<file path="config.mk">
export PLATFORM = sky130hd
export DESIGN_NAME = fssc_top
export DESIGN_NICKNAME = d
export VERILOG_FILES = /design/src/fssc_pkg.sv /design/src/fssc_period_meter.sv /design/src/fssc_top.sv
export SDC_FILE = /design/constraint.sdc
export NUM_CORES = 1
export LEC_CHECK = 0
export BUFFER_PORTS_ARGS = -buffer_cell sky130_fd_sc_hd__buf_2
export CORE_UTILIZATION = 58
export DETAILED_ROUTE_END_ITERATION = 6
export MAX_ROUTING_LAYER = met4
export PLACE_DENSITY = 0.78
export SLEW_MARGIN = 20
export SYNTH_ARGS = -nofsm -noshare
export SYNTH_HDL_FRONTEND = slang
export SYNTH_SLANG_ARGS = --single-unit
</file>
<file path="constraint.sdc">
create_clock -name ref_clk_i -period 5 [get_ports ref_clk_i]
set_input_delay 1 -clock ref_clk_i [delete_from_list [all_inputs] [get_ports ref_clk_i]]
set_output_delay 1 -clock ref_clk_i [all_outputs]
set_load 0.005 [all_outputs]
</file>
<file path="src/fssc_pkg.sv">
// Constants, register map and types shared by the fan speed controller files.
package fssc_pkg;

	// ==========================================================
	// Clocking and timing
	localparam int CLK_HZ = 100_000_000;
	localparam int TICK_HZ = 81_920;
	localparam int UPD_SLOW_MS = 800;
	localparam int UPD_SLOW_CYC = (CLK_HZ / 1000) * UPD_SLOW_MS;
	localparam int OFF_STEP_US = 10;
	localparam int OFF_STEP_CYC = (CLK_HZ / 1_000_000) * OFF_STEP_US;

	// ==========================================================
	// Widths
	localparam int ACC_W = 27;
	localparam int UPD_W = 27;
	localparam int PER_W = 16;
	localparam int OFF_W = 8;
	localparam int OFF_CNT_W = 18;
	localparam int HP_W = 7;
	localparam int RESP_W = 3;

	// ==========================================================
	// Register offsets
	localparam logic [7:0] ADDR_CFG1 = 8'h01;
	localparam logic [7:0] ADDR_CFG2 = 8'h02;
	localparam logic [7:0] ADDR_POLES = 8'h03;
	localparam logic [7:0] ADDR_TGT_LO = 8'h2A;
	localparam logic [7:0] ADDR_TGT_HI = 8'h2B;
	localparam logic [7:0] ADDR_RESP = 8'h3C;
	localparam logic [7:0] ADDR_PER_LO = 8'h4A;
	localparam logic [7:0] ADDR_PER_HI = 8'h4B;
	localparam logic [7:0] ADDR_STAT3 = 8'h51;

	// ==========================================================
	// Field positions and reset values
	localparam int CFG1_SEL_BIT = 7;
	localparam int CFG2_BOOST_DIS_BIT = 1;
	localparam int STAT3_ALARM_BIT = 6;
	localparam logic [RESP_W-1:0] RESP_RST = 3'h1;
	localparam logic [7:0] POLES_RST = 8'h04;
	localparam logic [PER_W-1:0] TGT_RST = 16'h0000;
	localparam logic [PER_W-1:0] PER_MAX = 16'hFFFF;
	localparam logic [OFF_W-1:0] OFF_MAX = 8'hFF;

	typedef enum logic [0:0] {
		FSSC_ST_ON = 1'b0,
		FSSC_ST_OFF = 1'b1
	} fssc_drv_st_t;

endpackage : fssc_pkg

</file>
<file path="src/fssc_period_meter.sv">
// Revolution period meter: 81.92 kHz tick and saturating 16-bit period counter.
`timescale 1ns/100ps
`default_nettype none
module fssc_period_meter
	import fssc_pkg::*;
(
	input wire logic ref_clk_i,
	input wire logic arst_n_i,
	input wire logic tach_rise_i,
	input wire logic [fssc_pkg::HP_W-1:0] half_poles_i,
	output logic [fssc_pkg::PER_W-1:0] period_o,
	output logic period_done_o
);

	// ==========================================================
	// Tick generator and counter
	// A fractional accumulator gives the exact mean tick rate without a second clock.
	logic [ACC_W-1:0] acc_ff, nxt_acc;
	logic tick_ff, nxt_tick;
	logic [PER_W-1:0] cnt_ff, nxt_cnt;
	logic [PER_W-1:0] per_ff, nxt_per;
	logic [HP_W-1:0] rev_ff, nxt_rev;
	logic done_ff, nxt_done;

	always_comb
	begin
		nxt_tick = 1'b0;
		nxt_acc = acc_ff + ACC_W'(TICK_HZ);
		if (nxt_acc >= ACC_W'(CLK_HZ))
		begin
			nxt_acc = nxt_acc - ACC_W'(CLK_HZ);
			nxt_tick = 1'b1; // [RULE3]
		end
		nxt_cnt = cnt_ff;
		nxt_rev = rev_ff;
		nxt_per = per_ff;
		nxt_done = 1'b0;
		if (tach_rise_i)
		begin
			if (rev_ff + HP_W'(1) >= half_poles_i) // [RULE4]
			begin
				nxt_per = cnt_ff; // [RULE3]
				nxt_done = 1'b1;
				nxt_cnt = '0;
				nxt_rev = '0;
			end
			else
			begin
				nxt_rev = rev_ff + HP_W'(1);
			end
		end
		else if (tick_ff && cnt_ff != PER_MAX)
		begin
			nxt_cnt = cnt_ff + PER_W'(1); // [RULE7]
		end
		if (nxt_cnt == PER_MAX)
		begin
			nxt_per = PER_MAX; // [RULE7]
		end
	end

	always_ff @(posedge ref_clk_i or negedge arst_n_i)
	begin
		if (!arst_n_i)
		begin
			acc_ff <= '0;
			tick_ff <= 1'b0;
			cnt_ff <= '0;
			per_ff <= PER_MAX; // [RULE5]
			rev_ff <= '0;
			done_ff <= 1'b0;
		end
		else
		begin
			acc_ff <= nxt_acc;
			tick_ff <= nxt_tick;
			cnt_ff <= nxt_cnt;
			per_ff <= nxt_per;
			rev_ff <= nxt_rev;
			done_ff <= nxt_done;
		end
	end

	assign period_o = per_ff;
	assign period_done_o = done_ff;
endmodule : fssc_period_meter
`default_nettype wire

</file>
<file path="src/fssc_top.sv">
// Synchronous fan speed controller: drive sequencer, off-time regulator and registers.
// Operation
// [RULE1] Drive on until a tach transition, then off for the off-time, repeat.
// [RULE2] Too fast lengthens the off-time; too slow shortens it.
// [RULE3] Period counts 81.92 kHz ticks in 16 bits over one revolution.
// [RULE4] Pole count from register; each tach period is two poles.
// [RULE5] Period held as low and high read-only bytes, reset to all ones.
// [RULE6] Low byte read first freezes the high byte until it is read.
// [RULE7] Stalled or very slow fan reads all ones; counter saturates.
// [RULE8] Alarm-speed flag set while over-temperature forces full speed, unless boost disabled.
// [RULE9] Each update compares measured period to target and adjusts off-time.
// [RULE10] Three-bit response code selects 1.25 to 160 updates per second, reset 001.
// [RULE11] Manual mode regulates to the software target.
// [RULE12] Configuration bit 7 clear selects manual, set selects table mode; the bit is only stored, both modes regulate to the target.
// [RULE13] Target is a 16-bit full-rotation period count compared directly.
// [RULE14] Tach synchronised before edge detection; off-time steps by one, bounded.
`timescale 1ns/100ps
`default_nettype none
module fssc_top
	import fssc_pkg::*;
#(
	parameter int UPD_SLOW_CYC_P = fssc_pkg::UPD_SLOW_CYC
)
(
	input wire logic ref_clk_i,
	input wire logic arst_n_i,
	input wire logic tach_i,
	input wire logic over_temp_limit_signal_i,
	input wire logic [7:0] reg_addr_i,
	input wire logic reg_wr_i,
	input wire logic reg_rd_i,
	input wire logic [7:0] reg_wdata_i,
	output logic [7:0] reg_rdata_o,
	output logic fan_drive_o
);

	// ==========================================================
	// Elaboration check
	// The fastest rate divides the slowest period by 128, so it must stay above one cycle.
	if (UPD_SLOW_CYC_P < 256 || UPD_SLOW_CYC_P >= (1 << UPD_W))
	begin : g_bad_upd
		$error("UPD_SLOW_CYC_P out of range");
	end

	// ==========================================================
	// Tach synchroniser
	logic tach_s1_ff, tach_s2_ff, tach_s3_ff;
	logic tach_edge, tach_rise;

	always_ff @(posedge ref_clk_i or negedge arst_n_i)
	begin
		if (!arst_n_i)
		begin
			// Reset to the pull-up level so that leaving reset does not fake a tach edge.
			tach_s1_ff <= 1'b1;
			tach_s2_ff <= 1'b1;
			tach_s3_ff <= 1'b1;
		end
		else
		begin
			tach_s1_ff <= tach_i; // [RULE14]
			tach_s2_ff <= tach_s1_ff;
			tach_s3_ff <= tach_s2_ff;
		end
	end

	assign tach_edge = tach_s2_ff ^ tach_s3_ff; // [RULE14]
	assign tach_rise = tach_s2_ff & ~tach_s3_ff;

	// ==========================================================
	// Configuration registers
	logic sel_ff, nxt_sel;
	logic boost_dis_ff, nxt_boost_dis;
	logic [7:0] poles_ff, nxt_poles;
	logic [PER_W-1:0] tgt_ff, nxt_tgt;
	logic [RESP_W-1:0] resp_ff, nxt_resp;

	always_comb
	begin
		nxt_sel = sel_ff;
		nxt_boost_dis = boost_dis_ff;
		nxt_poles = poles_ff;
		nxt_tgt = tgt_ff;
		nxt_resp = resp_ff;
		if (reg_wr_i)
		begin
			case (reg_addr_i)
				ADDR_CFG1: nxt_sel = reg_wdata_i[CFG1_SEL_BIT]; // [RULE12]
				ADDR_CFG2: nxt_boost_dis = reg_wdata_i[CFG2_BOOST_DIS_BIT];
				ADDR_POLES: nxt_poles = reg_wdata_i; // [RULE4]
				ADDR_TGT_LO: nxt_tgt[7:0] = reg_wdata_i; // [RULE13]
				ADDR_TGT_HI: nxt_tgt[15:8] = reg_wdata_i;
				ADDR_RESP: nxt_resp = reg_wdata_i[RESP_W-1:0]; // [RULE10]
				default: nxt_sel = sel_ff;
			endcase
		end
	end

	always_ff @(posedge ref_clk_i or negedge arst_n_i)
	begin
		if (!arst_n_i)
		begin
			sel_ff <= 1'b0;
			boost_dis_ff <= 1'b0;
			poles_ff <= POLES_RST;
			tgt_ff <= TGT_RST;
			resp_ff <= RESP_RST; // [RULE10]
		end
		else
		begin
			sel_ff <= nxt_sel;
			boost_dis_ff <= nxt_boost_dis;
			poles_ff <= nxt_poles;
			tgt_ff <= nxt_tgt;
			resp_ff <= nxt_resp;
		end
	end

	// ==========================================================
	// Period measurement
	logic [PER_W-1:0] period;

	fssc_period_meter u_meter (
		.ref_clk_i(ref_clk_i),
		.arst_n_i(arst_n_i),
		.tach_rise_i(tach_rise),
		.half_poles_i(poles_ff[HP_W:1]), // [RULE4]
		.period_o(period),
		.period_done_o()
	);

	// ==========================================================
	// Off-time regulator
	// Table mode has no curve here, so both modes regulate to the programmed target.
	logic [UPD_W-1:0] upd_cnt_ff, nxt_upd_cnt;
	logic [OFF_W-1:0] off_time_ff, nxt_off_time;
	logic upd_tick;

	assign upd_tick = (upd_cnt_ff == '0);

	always_comb
	begin
		nxt_off_time = off_time_ff;
		nxt_upd_cnt = upd_cnt_ff - UPD_W'(1);
		if (upd_tick)
		begin
			nxt_upd_cnt = UPD_W'((UPD_SLOW_CYC_P >> resp_ff) - 1); // [RULE10]
			if (period < tgt_ff && off_time_ff != OFF_MAX) // [RULE9] [RULE11]
			begin
				nxt_off_time = off_time_ff + OFF_W'(1); // [RULE2] [RULE14]
			end
			else if (period > tgt_ff && off_time_ff != '0)
			begin
				nxt_off_time = off_time_ff - OFF_W'(1); // [RULE2] [RULE14]
			end
		end
	end

	always_ff @(posedge ref_clk_i or negedge arst_n_i)
	begin
		if (!arst_n_i)
		begin
			upd_cnt_ff <= '0;
			off_time_ff <= '0;
		end
		else
		begin
			upd_cnt_ff <= nxt_upd_cnt;
			off_time_ff <= nxt_off_time;
		end
	end

	// ==========================================================
	// Drive sequencer
	fssc_drv_st_t st_ff, nxt_st;
	logic drive_ff, nxt_drive;
	logic [OFF_CNT_W-1:0] off_cnt_ff, nxt_off_cnt;
	logic alarm_ff, nxt_alarm;
	logic boost;

	assign boost = over_temp_limit_signal_i && !boost_dis_ff; // [RULE8]

	always_comb
	begin
		nxt_st = st_ff;
		nxt_drive = drive_ff;
		nxt_off_cnt = off_cnt_ff;
		nxt_alarm = boost; // [RULE8]
		case (st_ff)
			FSSC_ST_ON:
			begin
				nxt_drive = 1'b1;
				if (tach_edge && !boost && off_time_ff != '0) // [RULE1]
				begin
					nxt_st = FSSC_ST_OFF;
					nxt_drive = 1'b0;
					nxt_off_cnt = OFF_CNT_W'(OFF_CNT_W'(off_time_ff) * OFF_CNT_W'(OFF_STEP_CYC) - OFF_CNT_W'(1));
				end
			end
			FSSC_ST_OFF:
			begin
				if (boost || off_cnt_ff == '0) // [RULE1] [RULE8]
				begin
					nxt_st = FSSC_ST_ON;
					nxt_drive = 1'b1;
				end
				else
				begin
					nxt_off_cnt = off_cnt_ff - OFF_CNT_W'(1);
				end
			end
			default:
			begin
				nxt_st = FSSC_ST_ON;
				nxt_drive = 1'b1;
			end
		endcase
	end

	always_ff @(posedge ref_clk_i or negedge arst_n_i)
	begin
		if (!arst_n_i)
		begin
			st_ff <= FSSC_ST_ON;
			drive_ff <= 1'b0;
			off_cnt_ff <= '0;
			alarm_ff <= 1'b0;
		end
		else
		begin
			st_ff <= nxt_st;
			drive_ff <= nxt_drive;
			off_cnt_ff <= nxt_off_cnt;
			alarm_ff <= nxt_alarm;
		end
	end

	assign fan_drive_o = drive_ff;

	// ==========================================================
	// Register readback
	// The shadow keeps the high byte of the same sample the low byte came from.
	logic [7:0] rdata_ff, nxt_rdata;
	logic [7:0] shadow_ff, nxt_shadow;
	logic frozen_ff, nxt_frozen;

	always_comb
	begin
		nxt_rdata = rdata_ff;
		nxt_shadow = shadow_ff;
		nxt_frozen = frozen_ff;
		if (reg_rd_i)
		begin
			case (reg_addr_i)
				ADDR_CFG1: nxt_rdata = {sel_ff, 7'h00};
				ADDR_CFG2: nxt_rdata = {6'h00, boost_dis_ff, 1'b0};
				ADDR_POLES: nxt_rdata = poles_ff;
				ADDR_TGT_LO: nxt_rdata = tgt_ff[7:0];
				ADDR_TGT_HI: nxt_rdata = tgt_ff[15:8];
				ADDR_RESP: nxt_rdata = {5'h00, resp_ff};
				ADDR_PER_LO:
				begin
					nxt_rdata = period[7:0]; // [RULE5]
					nxt_shadow = period[15:8]; // [RULE6]
					nxt_frozen = 1'b1;
				end
				ADDR_PER_HI:
				begin
					nxt_rdata = frozen_ff ? shadow_ff : period[15:8]; // [RULE6]
					nxt_frozen = 1'b0;
				end
				ADDR_STAT3: nxt_rdata = {1'b0, alarm_ff, 6'h00}; // [RULE8]
				default: nxt_rdata = 8'h00;
			endcase
		end
	end

	always_ff @(posedge ref_clk_i or negedge arst_n_i)
	begin
		if (!arst_n_i)
		begin
			rdata_ff <= 8'h00;
			shadow_ff <= 8'hFF;
			frozen_ff <= 1'b0;
		end
		else
		begin
			rdata_ff <= nxt_rdata;
			shadow_ff <= nxt_shadow;
			frozen_ff <= nxt_frozen;
		end
	end

	assign reg_rdata_o = rdata_ff;
endmodule : fssc_top
`default_nettype wire

</file>
==> impl.org, run 1 <==
** Floorplanning
- Row count :: 50
- Die width :: 142 um
- The die covers 20,100 sq um.
- The region available for standard cell placement spans 19,000 sq um.
- Starting density of the core :: 59.8%
- Die height :: 142 um
- During I/O placement, the number of pins put on the boundary was 31.

** Clocking
- Once the clock tree was built, the setup fixing pass inserted 0 buffers.
- CTS tree :: yes
- For this design, the CTS-stage hold fixing added 0 buffers.
- After clock tree synthesis, the clock-pin slew on the worst setup and hold paths is 0.07 ns.
- The H-tree was split into 4 levels.
- Buffers inserted during clock tree synthesis total 17.
- Root buffer cell :: sky130_fd_sc_hd__clkbuf_16
- Clock tree synthesis found a total of 164 sinks.
- The clock passes through at most 2 buffers.
- Clock latency of the later-clocked register in the worst-skew pair :: 0.43 ns

** Global route
- Global routing consumed, over all layers together, 26.4% of the routing resources.
- Largest net degree at the start of global routing :: 90
- After global routing the overflow that remains totals 0.
- Number of antenna violations at the first check in global routing :: 0
- The first global-routing pass estimated 41,000 um of wire.
- Via count of the first global-routing pass :: 8,562

** Flow run
- The tool flagged a number of max-cap violations equal to 0.

** Drt
- In the routed design, unresolved DRC markers number 3.
- Post-detailed-route wirelength per cell :: 16.2 um
- First-pass iteration count of the detailed router :: 7
- The first routing iteration left 575 violations.
- Via count :: 8,804
- Once detail routing completed, the nets flagged for antenna violations numbered 0.
- The final layout contains routed wiring with a total length of 24,300 um.
- After detailed routing, the number of vias per cell comes to 5.87.

** Worst setup path
- At the worst endpoint, the required time is 5.32 ns.
- The critical path is of the flip-flop to flip-flop type.
- Buf/Inv on CP :: 2
- In this design, the largest share of critical-path delay is due to adder cells.
- The worst setup path is launched from a flip-flop.
- Traced cell by cell, the critical path runs through fa_1 > inv_1 > fa_1 > fa_1 > fa_1 > inv_1 > ha_1 > a2111oi_4 > o21ai_2 > a41oi_2 > xor2_1 > nand4_1 > nor4_2 > xnor2_1 > a221oi_1.
- Arrival time worst endpoint :: 5.17 ns
- Element type at the critical path end :: flip-flop
- Worst-path cell with the longest stage delay :: sky130_fd_sc_hd__fa_1
- In this run the critical register-to-register path is launched from off_time_ff[2].
- Of all nets on the critical path, the largest fanout is 5.
- For this run, the slowest stage of the critical path takes 0.53 ns.
- The most numerous cell type found on the critical path is sky130_fd_sc_hd__fa_1.
- Tracing the worst setup path back leads to its startpoint at off_time_ff[2].

** Synth
- In this run the cell area of the synthesized design comes to 11,300 sq um.
- The cell count after synthesis came out at 1,192.
- Post-synthesis async set-or-reset flop share :: 100%
- The synthesized netlist devotes 17.6% of its cell area to simple gates.
- By area, the combinational part of the netlist is dominated by simple AND/OR/NAND/NOR gates.
- Number of distinct library cells after synthesis :: 83
- The synthesized design contains 0 enable-type register cells.
- In the post-synthesis netlist, the biggest area contributors are sky130_fd_sc_hd__dfrtp_1 30%, sky130_fd_sc_hd__ha_1 9.7%, sky130_fd_sc_hd__dfstp_2 6.7%.
- XOR/XNOR Fraction of Synth Area :: 6.57%
- Synthesized Nets :: 1,324
- Area fraction in compound gates after synthesis :: 15.1%
- Library cell occupying the most area in the post-synthesis netlist :: sky130_fd_sc_hd__dfrtp_1
- Among all cell types in the netlist, the one instantiated most often is sky130_fd_sc_hd__dfrtp_1.
- Yosys reg bits :: 164
- Of the post-synthesis cell area, the part taken by muxes is 6.07%.
- During synthesis, Yosys emitted a total of 0 warnings.
- A synthesized cell averages 9.51 sq um.
- For this run, the register share of the synthesized area comes to 36.5%.
- The commonest cells after synthesis are 135 x sky130_fd_sc_hd__dfrtp_1, 107 x sky130_fd_sc_hd__nand2_1, 91 x sky130_fd_sc_hd__inv_1, 91 x sky130_fd_sc_hd__nor2_1, 88 x sky130_fd_sc_hd__ha_1.
- Share of the synthesized area in the top cell type :: 29.8%
- In the synthesized netlist the dominant register cell turns out to be sky130_fd_sc_hd__dfrtp_1.
- Adder-cell area share of the yosys netlist :: 13.6%

** STA
- RSZ-0062 raised after global routing :: true
- For the pin with the worst max-slew slack, the measured transition is 1.01 ns.
- Final hold viol count :: 0
- Tcrit/Tclk final :: 96.9%
- Worst clock skew :: 0.0140 ns
- Final-report max-slew violation count :: 0
- Setup violations remaining at the end of the flow were counted as 0.
- In this run the tightest slew margin relative to its limit is 32.7%.
- Max frequency :: 207 MHz
- The worst path needs 4.84 ns of the cycle, external delays included.

** Layout
- Cell Count, Final, Fillers Out :: 1,499
- In the final layout, the share of cells above drive strength 1 is 16.0%.
- Compared with the post-synthesis result, the final layout area differs by 9.45%.
- The net count of the finished layout is 1,357.
- Layout filler cell count :: 1,499
- In the final layout, the multi-input gates occupy 6720 sq um.
- Summing all flip-flop and latch instances after layout gives 4140 sq um.
- Once layout is done, the placed cells without fillers occupy 12,400 sq um.

** Status
- Result of the run :: complete, but fails checks
- The checks that failed: design-rule violations.

** Pwr
- Maximum VDD drop :: 0.247 mV
- PwrDens :: 282 nW/um^2
- Leakage :: 5.52 nW

** Placed design
- Detailed-placement wirelength estimate :: 17,700 um
- Instance area at placement :: 11,800 sq um
- After detailed placement, the design holds a cell count of 1,466.
- Number of I/O port buffers :: 30
- The congestion estimate from routability-driven global placement came to 0.912.

** Min path
- The startpoint identified for the worst hold timing path is tach_s1_ff.
- The tightest min-delay check is of the flip-flop to flip-flop type.
final timing paths:
path	to	slack, ns	depth (start not counted)
min reg2reg	tach_s2_ff	0.36	0
max reg2reg	off_cnt_ff[16]	0.16	15
max	off_cnt_ff[16]	0.16	15
max in group asynchronous	u_meter.period_o[8]	3.31	2
min	tach_s2_ff	0.36	0
min in group asynchronous	off_cnt_ff[17]	0.62	1
power by group:
part | leakage [nW] | switching, mW | internal, mW
Clock | 0.284 | 0.569 | 0.758
Sequential | 2.00 | 0.125 | 1.43
Combinational | 3.24 | 0.350 | 0.268
Total | 5.52 | 1.04 | 2.46
cells in the final DEF (no fill, tap or decap), drive strengths merged, types with 6 or more instances in the layout:
cell type / netlist / layout
nor4: 11 / 11
o21a: 9 / 9
a221oi: 11 / 11
nor3: 24 / 24
clkbuf: 19 / 19
nand2b: 15 / 15
nand2: 107 / 107
nor2: 91 / 91
mux2i: 20 / 20
a31oi: 17 / 17
nand3: 57 / 57
nand3b: 9 / 9
ha: 88 / 88
o22ai: 11 / 11
dfrtp: 135 / 135
inv: 92 / 99
or2: 11 / 11
a21oi: 63 / 63
and3: 14 / 14
nor3b: 10 / 10
fa: 22 / 22
nor2b: 9 / 9
o21ai: 57 / 57
dfstp: 29 / 29
o211ai: 10 / 10
xnor2: 53 / 53
xor2: 32 / 32
buf: 14 / 47
a222oi: 6 / 6
a21o: 12 / 12
mux2: 43 / 43
or3: 7 / 7
nand4: 11 / 11
flip-flops by register name, summed over array words and instances (netlist names):
register / flops
sel_ff: 1
off_cnt_ff: 18
reg_rdata_o: 8
tach_s3_ff: 1
tach_s2_ff: 1
alarm_ff: 1
upd_cnt_ff: 27
resp_ff: 3
boost_dis_ff: 1
fan_drive_o: 1
u_meter.cnt_ff: 16
tgt_ff: 16
u_meter.acc_ff: 19
poles_ff: 8
st_ff: 1
off_time_ff: 8
frozen_ff: 1
shadow_ff: 8
u_meter.rev_ff: 7
u_meter.tick_ff: 1
tach_s1_ff: 1
u_meter.period_o: 16
area by class of cell:
class                   instances  area share, %
inverters                      92           2.78
diodes                          2         0.0404
well taps                     260           2.62
clock buffers                  19           3.57
multi-input cells             903           54.1
clock inverters                12           1.16
flip-flops and latches        164           33.4
repair buffers                 47           2.29
what timing repair did:
item,CTS,global route
pin swaps,0,1
setup endpoints to repair,1,4
gates resized for setup,1,6
routing by layer:
layer	vias up	part of all wire (%)	track usage, %	wire [um]
li1	4315	-	-	-
met1	4293	46	34.8	11200
met2	173	49	43.0	11900
met3	23	3.8	3.81	921
met4	0	1.1	6.85	267
met5	-	0	-	0
logic make-up after synthesis:
logic type	count (synthesis)
buffers and inverters	125
muxes	63
AOI/OAI and AO/OA	248
and+or+nand+nor	397
adders and majority gates	110
xor gates and xnor gates	85
DFF	164
worst reg2reg max path, delay by kind of cell, from the launching register on:
kind,cells,cell delay (ns)
adders and majority gates,5,2.34
AOI/OAI and AO/OA,4,1.03
DFF,1,0.46
and+or+nand+nor,2,0.46
xor gates and xnor gates,2,0.35
buffers and inverters,2,0.09
metrics by stage:
step                      TNS (ns)  hold WS (ns)  setup slack [ns]  power (mW)  utilization, %
after detailed placement         0         0.349           0.00232        2.19            62.2
after CTS                        0         0.359           0.00363        3.52            65.3
final                            0         0.358             0.157        3.50            65.4
after global routing       -0.0886         0.362           -0.0886        3.68            65.4
after floorplan                  0         0.345             0.173        2.01               -
after global placement           0         0.346             0.166        2.17            62.2
Note: power is estimated with default switching activity, not from simulation.
==> inputs of run 2 (changes only) <==
Settings changed: ABC_AREA from default to 1.
==> impl.org, run 2 <==
** Clocking
- The clock latency reported for the late side of the worst-skew pair is 0.44 ns (was 0.43 ns).
- Post-CTS Setup Bufs :: 0 (unchanged)
- Hold-fix buffers at CTS :: 0 (unchanged)
- The root buffer cell is sky130_fd_sc_hd__clkbuf_16 (unchanged).
- The clock slew at the register clock pins of the worst setup and hold paths was 0.08 ns (was 0.07 ns).
- The H-tree depth reported by CTS came to 4 (unchanged).
- The clock sink count came to 164 (unchanged).
- The CTS tree is yes (unchanged).
- The maximum buffer depth of the clock tree was 2 (unchanged).
- CTS buffer count :: 17 (unchanged)
- Post-cts repair resize count :: 0 (was 1)

** STA
- RSZ-0062 raised after global routing: false (was true).
- Final hold viol count :: 0 (unchanged)
- The count of endpoints failing setup in the final report is 0 (unchanged).
- Final-report max-slew violation count :: 0 (unchanged)
- The final worst-path cycle share was 87.0% (was 96.9%).
- Post-route setup TNS :: 0 ns (unchanged)
- The clock period minus final worst setup slack came to 4.35 ns (was 4.84 ns).
- Pin slew with the least headroom to its limit :: 1.05 ns (was 1.01 ns)
- The post-layout worst setup margin came to 0.649 ns (was 0.157 ns).
- The achievable frequency is 230 MHz (was 207 MHz).
- The clock tree skew after final layout was 0.0151 ns (was 0.0140 ns).
- Slew margin rel. :: 29.7% (was 32.7%)

** Layout
- The final core utilization came to 64.4% (was 65.4%).
- Highest-count cells in the layout ignoring fill and taps :: 426 x sky130_fd_sc_hd__nand2_1, 249 x sky130_fd_sc_hd__inv_1, 161 x sky130_fd_sc_hd__nor2_1 (was 134 x sky130_fd_sc_hd__dfrtp_1, 107 x sky130_fd_sc_hd__nand2_1, 91 x sky130_fd_sc_hd__inv_1)
- The fraction of layout cells with a size suffix above 1 was 9.72% (was 16.0%).
- The count of placed standard cells in the final layout, fillers left out is 1,957 (was 1,499).
- Most common cell after layout, fill and taps aside :: sky130_fd_sc_hd__nand2_1 (was sky130_fd_sc_hd__dfrtp_1)
- The flip-flop count of the largest register, all copies and words added came to 27 (unchanged).
- The register with the highest flop count is upd_cnt_ff (unchanged).
- The area added between synthesis and finish came to 8.13% (was 9.45%).
- ANT cells :: 0 (was 2)
- The count of nets after finishing is 1,806 (was 1,357).
- Registers with the most flip-flops :: upd_cnt_ff (27), u_meter.acc_ff (19), off_cnt_ff (18) (unchanged)

** Min path
- The type of the worst min-delay path is flip-flop to flip-flop (unchanged).

** Placed design
- The routability congestion estimate from global placement came to 0.895 (was 0.912).
- Number of cells after detailed placement :: 1,925 (was 1,466)
- The port buffer count is 30 (unchanged).
- Pre-CTS setup slack :: 0.646 ns (was 0.00232 ns)
- Detailed-placement wirelength estimate :: 20,600 um (was 17,700 um)

** Synth
- Synthesized instance count :: 1,651 (was 1,192)
- The total nets after synthesis was 1,783 (was 1,324).
- Ys flop type :: sky130_fd_sc_hd__dfrtp_1 (unchanged)
- Most repeated cell in the gate-level netlist after synthesis :: sky130_fd_sc_hd__nand2_1 (was sky130_fd_sc_hd__dfrtp_1)
- Library cell occupying the most area in the post-synthesis netlist :: sky130_fd_sc_hd__dfrtp_1 (unchanged)
- Cells taking the most area after synthesis :: sky130_fd_sc_hd__dfrtp_1 28%, sky130_fd_sc_hd__nand2_1 13%, sky130_fd_sc_hd__ha_1 9.0% (was sky130_fd_sc_hd__dfrtp_1 30%, sky130_fd_sc_hd__ha_1 9.7%, sky130_fd_sc_hd__dfstp_2 6.7%)
- The number of distinct standard cells referenced by the synthesized netlist came to 60 (was 83).
- Share of the synthesized area in the top cell type :: 27.8% (was 29.8%)
- Sequential area share after synthesis :: 34.0% (was 36.5%)
- Post-synth design cell area :: 12,200 sq um (was 11,300 sq um)
- Yosys reg bits :: 164 (unchanged)
- Post-synth top cells :: 426 x sky130_fd_sc_hd__nand2_1, 249 x sky130_fd_sc_hd__inv_1, 161 x sky130_fd_sc_hd__nor2_1 (was 135 x sky130_fd_sc_hd__dfrtp_1, 107 x sky130_fd_sc_hd__nand2_1, 91 x sky130_fd_sc_hd__inv_1, 91 x sky130_fd_sc_hd__nor2_1, 88 x sky130_fd_sc_hd__ha_1)
- The share of flip-flops with an asynchronous set or reset came to 100% (unchanged).
- Average cell area after synthesis :: 7.37 sq um (was 9.51 sq um)
- Count of flip-flops with a built-in enable after synthesis :: 0 (unchanged)
- Synth warn :: 0 (unchanged)

** Pwr
- PwrDens :: 255 nW/um^2 (was 282 nW/um^2)
- Maximum VDD drop :: 0.235 mV (was 0.247 mV)
- The static leakage power was 6.82 nW (was 5.52 nW).

** Global route
- First-pass GRT wire length :: 47,300 um (was 41,000 um)
- Via count of the first global-routing pass :: 10.2k (was 8,562)
- The largest net degree at the start of global routing was 118 (was 90).
- GRT Overall Usage :: 27.6% (was 26.4%)
- The initial antenna violation count is 0 (unchanged).
- Aggregate global routing overflow :: 0 (unchanged)

** Worst setup path
- Peak fanout along the critical path :: 7 (was 5)
- CP Data Required Time :: 5.36 ns (was 5.32 ns)
- The start-to-end type of the worst setup path was flip-flop to flip-flop (unchanged).
- The critical path's slowest cell was sky130_fd_sc_hd__dfrtp_1 (was sky130_fd_sc_hd__fa_1).
- Crit-path most repeated cell :: sky130_fd_sc_hd__nand2_1 (was sky130_fd_sc_hd__fa_1)
- Sequence of cells on the critical path: inv_1 > ha_1 > inv_1 > fa_1 > fa_1 > fa_1 > inv_1 > ha_1 > nand2_1 > nand2_1 > a21oi_1 > nand3_1 > nand2_1 > nand3_1 > nor2_1 > nor2_1 > nor2_1 > nand2_1 > a21oi_1 (was fa_1 > inv_1 > fa_1 > fa_1 > fa_1 > inv_1 > ha_1 > a2111oi_4 > o21ai_2 > a41oi_2 > xor2_1 > nand4_1 > nor4_2 > xnor2_1 > a221oi_1).
- The data arrival time at the worst-slack endpoint came to 4.72 ns (was 5.17 ns).
- Startpoint type of the worst setup path :: flip-flop (unchanged)
- The critical path capture point type was a flip-flop (unchanged).
- The maximum cell stage delay along the critical path came to 0.58 ns (was 0.53 ns).

** Drt
- The detailed router's first-iteration violation count is 652 (was 575).
- DRC violation count after routing :: 0 (was 3)
- Final antenna-violating net count :: 0 (unchanged)
- Post-detailed-route wirelength per cell :: 14.0 um (was 16.2 um)
- Via count :: 10.7k (was 8,804)
- The aggregate routed wire length was 27,500 um (was 24,300 um).
- The number of iterations in the first detailed-routing pass came to 5 (was 7).
- The post-detailed-route via-to-cell ratio came to 5.46 (was 5.87).

** Status
- Result of the run: completed (was complete, but fails checks).

** Floorplanning
- Core Region :: 20,400 sq um (was 19,000 sq um)
- Ports :: 31 (unchanged)
- The floorplan row count is 52 (was 50).
- The area of the die came to 21,600 sq um (was 20,100 sq um).
- Die height :: 147 um (was 142 um)
- The horizontal die dimension was 147 um (was 142 um).
- Starting density of the core :: 59.6% (was 59.8%)

** Flow run
- The number of max-cap violations came to 0 (unchanged).
==> run 2: cell count changes in the layout (fill, tap and decap cells not counted), moves of 17 or more <==
cell	delta
sky130_fd_sc_hd__nand2_1	+319
sky130_fd_sc_hd__inv_1	+158
sky130_fd_sc_hd__nor2_1	+71
sky130_fd_sc_hd__o21ai_0	+64
sky130_fd_sc_hd__mux2_2	-39
sky130_fd_sc_hd__xnor2_1	-35
sky130_fd_sc_hd__nand3_1	+32
sky130_fd_sc_hd__mux2i_1	-18
sky130_fd_sc_hd__nand2_2	+18
sky130_fd_sc_hd__nand4_1	+17
==> run 2: cell families after synthesis <==
kind of cell,after synthesis,share of synthesized area [%]
XOR/XNOR,56,4.28
AND/OR/NAND/NOR,789,28.2
adder cells (fa/ha/maj),110,12.7
AO/OA/AOI/OAI,243,11.2
buffers and inverters,284,9.22
flip-flops,164,34.0
multiplexers,5,0.442
==> run 2: worst paths after layout <==
check	startpoint	end	slack [ns]	depth (start not counted)
min reg2reg	tach_s1_ff	tach_s2_ff	0.36	0
max reg2reg	off_time_ff[5]	off_cnt_ff[15]	0.65	19
min in group asynchronous	arst_n_i	off_cnt_ff[13]	0.48	1
max	off_time_ff[5]	off_cnt_ff[15]	0.65	19
max in group asynchronous	arst_n_i	u_meter.cnt_ff[15]	3.55	2
min	tach_s1_ff	tach_s2_ff	0.36	0
==> run 2: layout make-up <==
cell class / count / area, sq um
Clock inverter: 14 / 186
Inverter: 255 / 957
Clock buffer: 18 / 439
Timing Repair Buffer: 33 / 191
Sequential cell: 164 / 4140
Multi-Input combinational cell: 1203 / 6910
Tap cell: 270 / 338
Fill cell: 1789 / 7270
==> run 2: metal layers <==
layer / share of wire [%] / GRT usage [%]
met4: 1.8 / 8.18
met5: 0 / -
met2: 49 / 46.0
met1: 45 / 35.5
met3: 4.6 / 3.11
==> run 2: metrics by stage <==
| stage | hold slack [ns] | power [mW] | area [sq um] |
|---|---|---|---|
| 2_1_floorplan | 0.345 | 1.81 | 12200 |
| 3_3_place_gp | 0.348 | 1.94 | 12500 |
| 3_5_place_dp | 0.347 | 1.96 | 12500 |
| 4_1_cts | 0.357 | 3.37 | 13200 |
| 5_1_grt | 0.358 | 3.51 | 13200 |
| 6_report | 0.356 | 3.35 | 13200 |
==> run 2: where the power goes <==
group	switching [mW]	leakage (nW)	internal, mW
Combinational	0.279	4.58	0.146
Sequential	0.0966	1.94	1.43
Clock	0.590	0.307	0.816
Total	0.966	6.82	2.39
==> run 2: critical path: cells and delay by family, from the launching register on <==
family	cells	cell delay, ns
adder cells (fa/ha/maj)	5	2.18
AO/OA/AOI/OAI	2	0.34
buffers and inverters	3	0.31
flip-flops	1	0.58
AND/OR/NAND/NOR	9	0.89
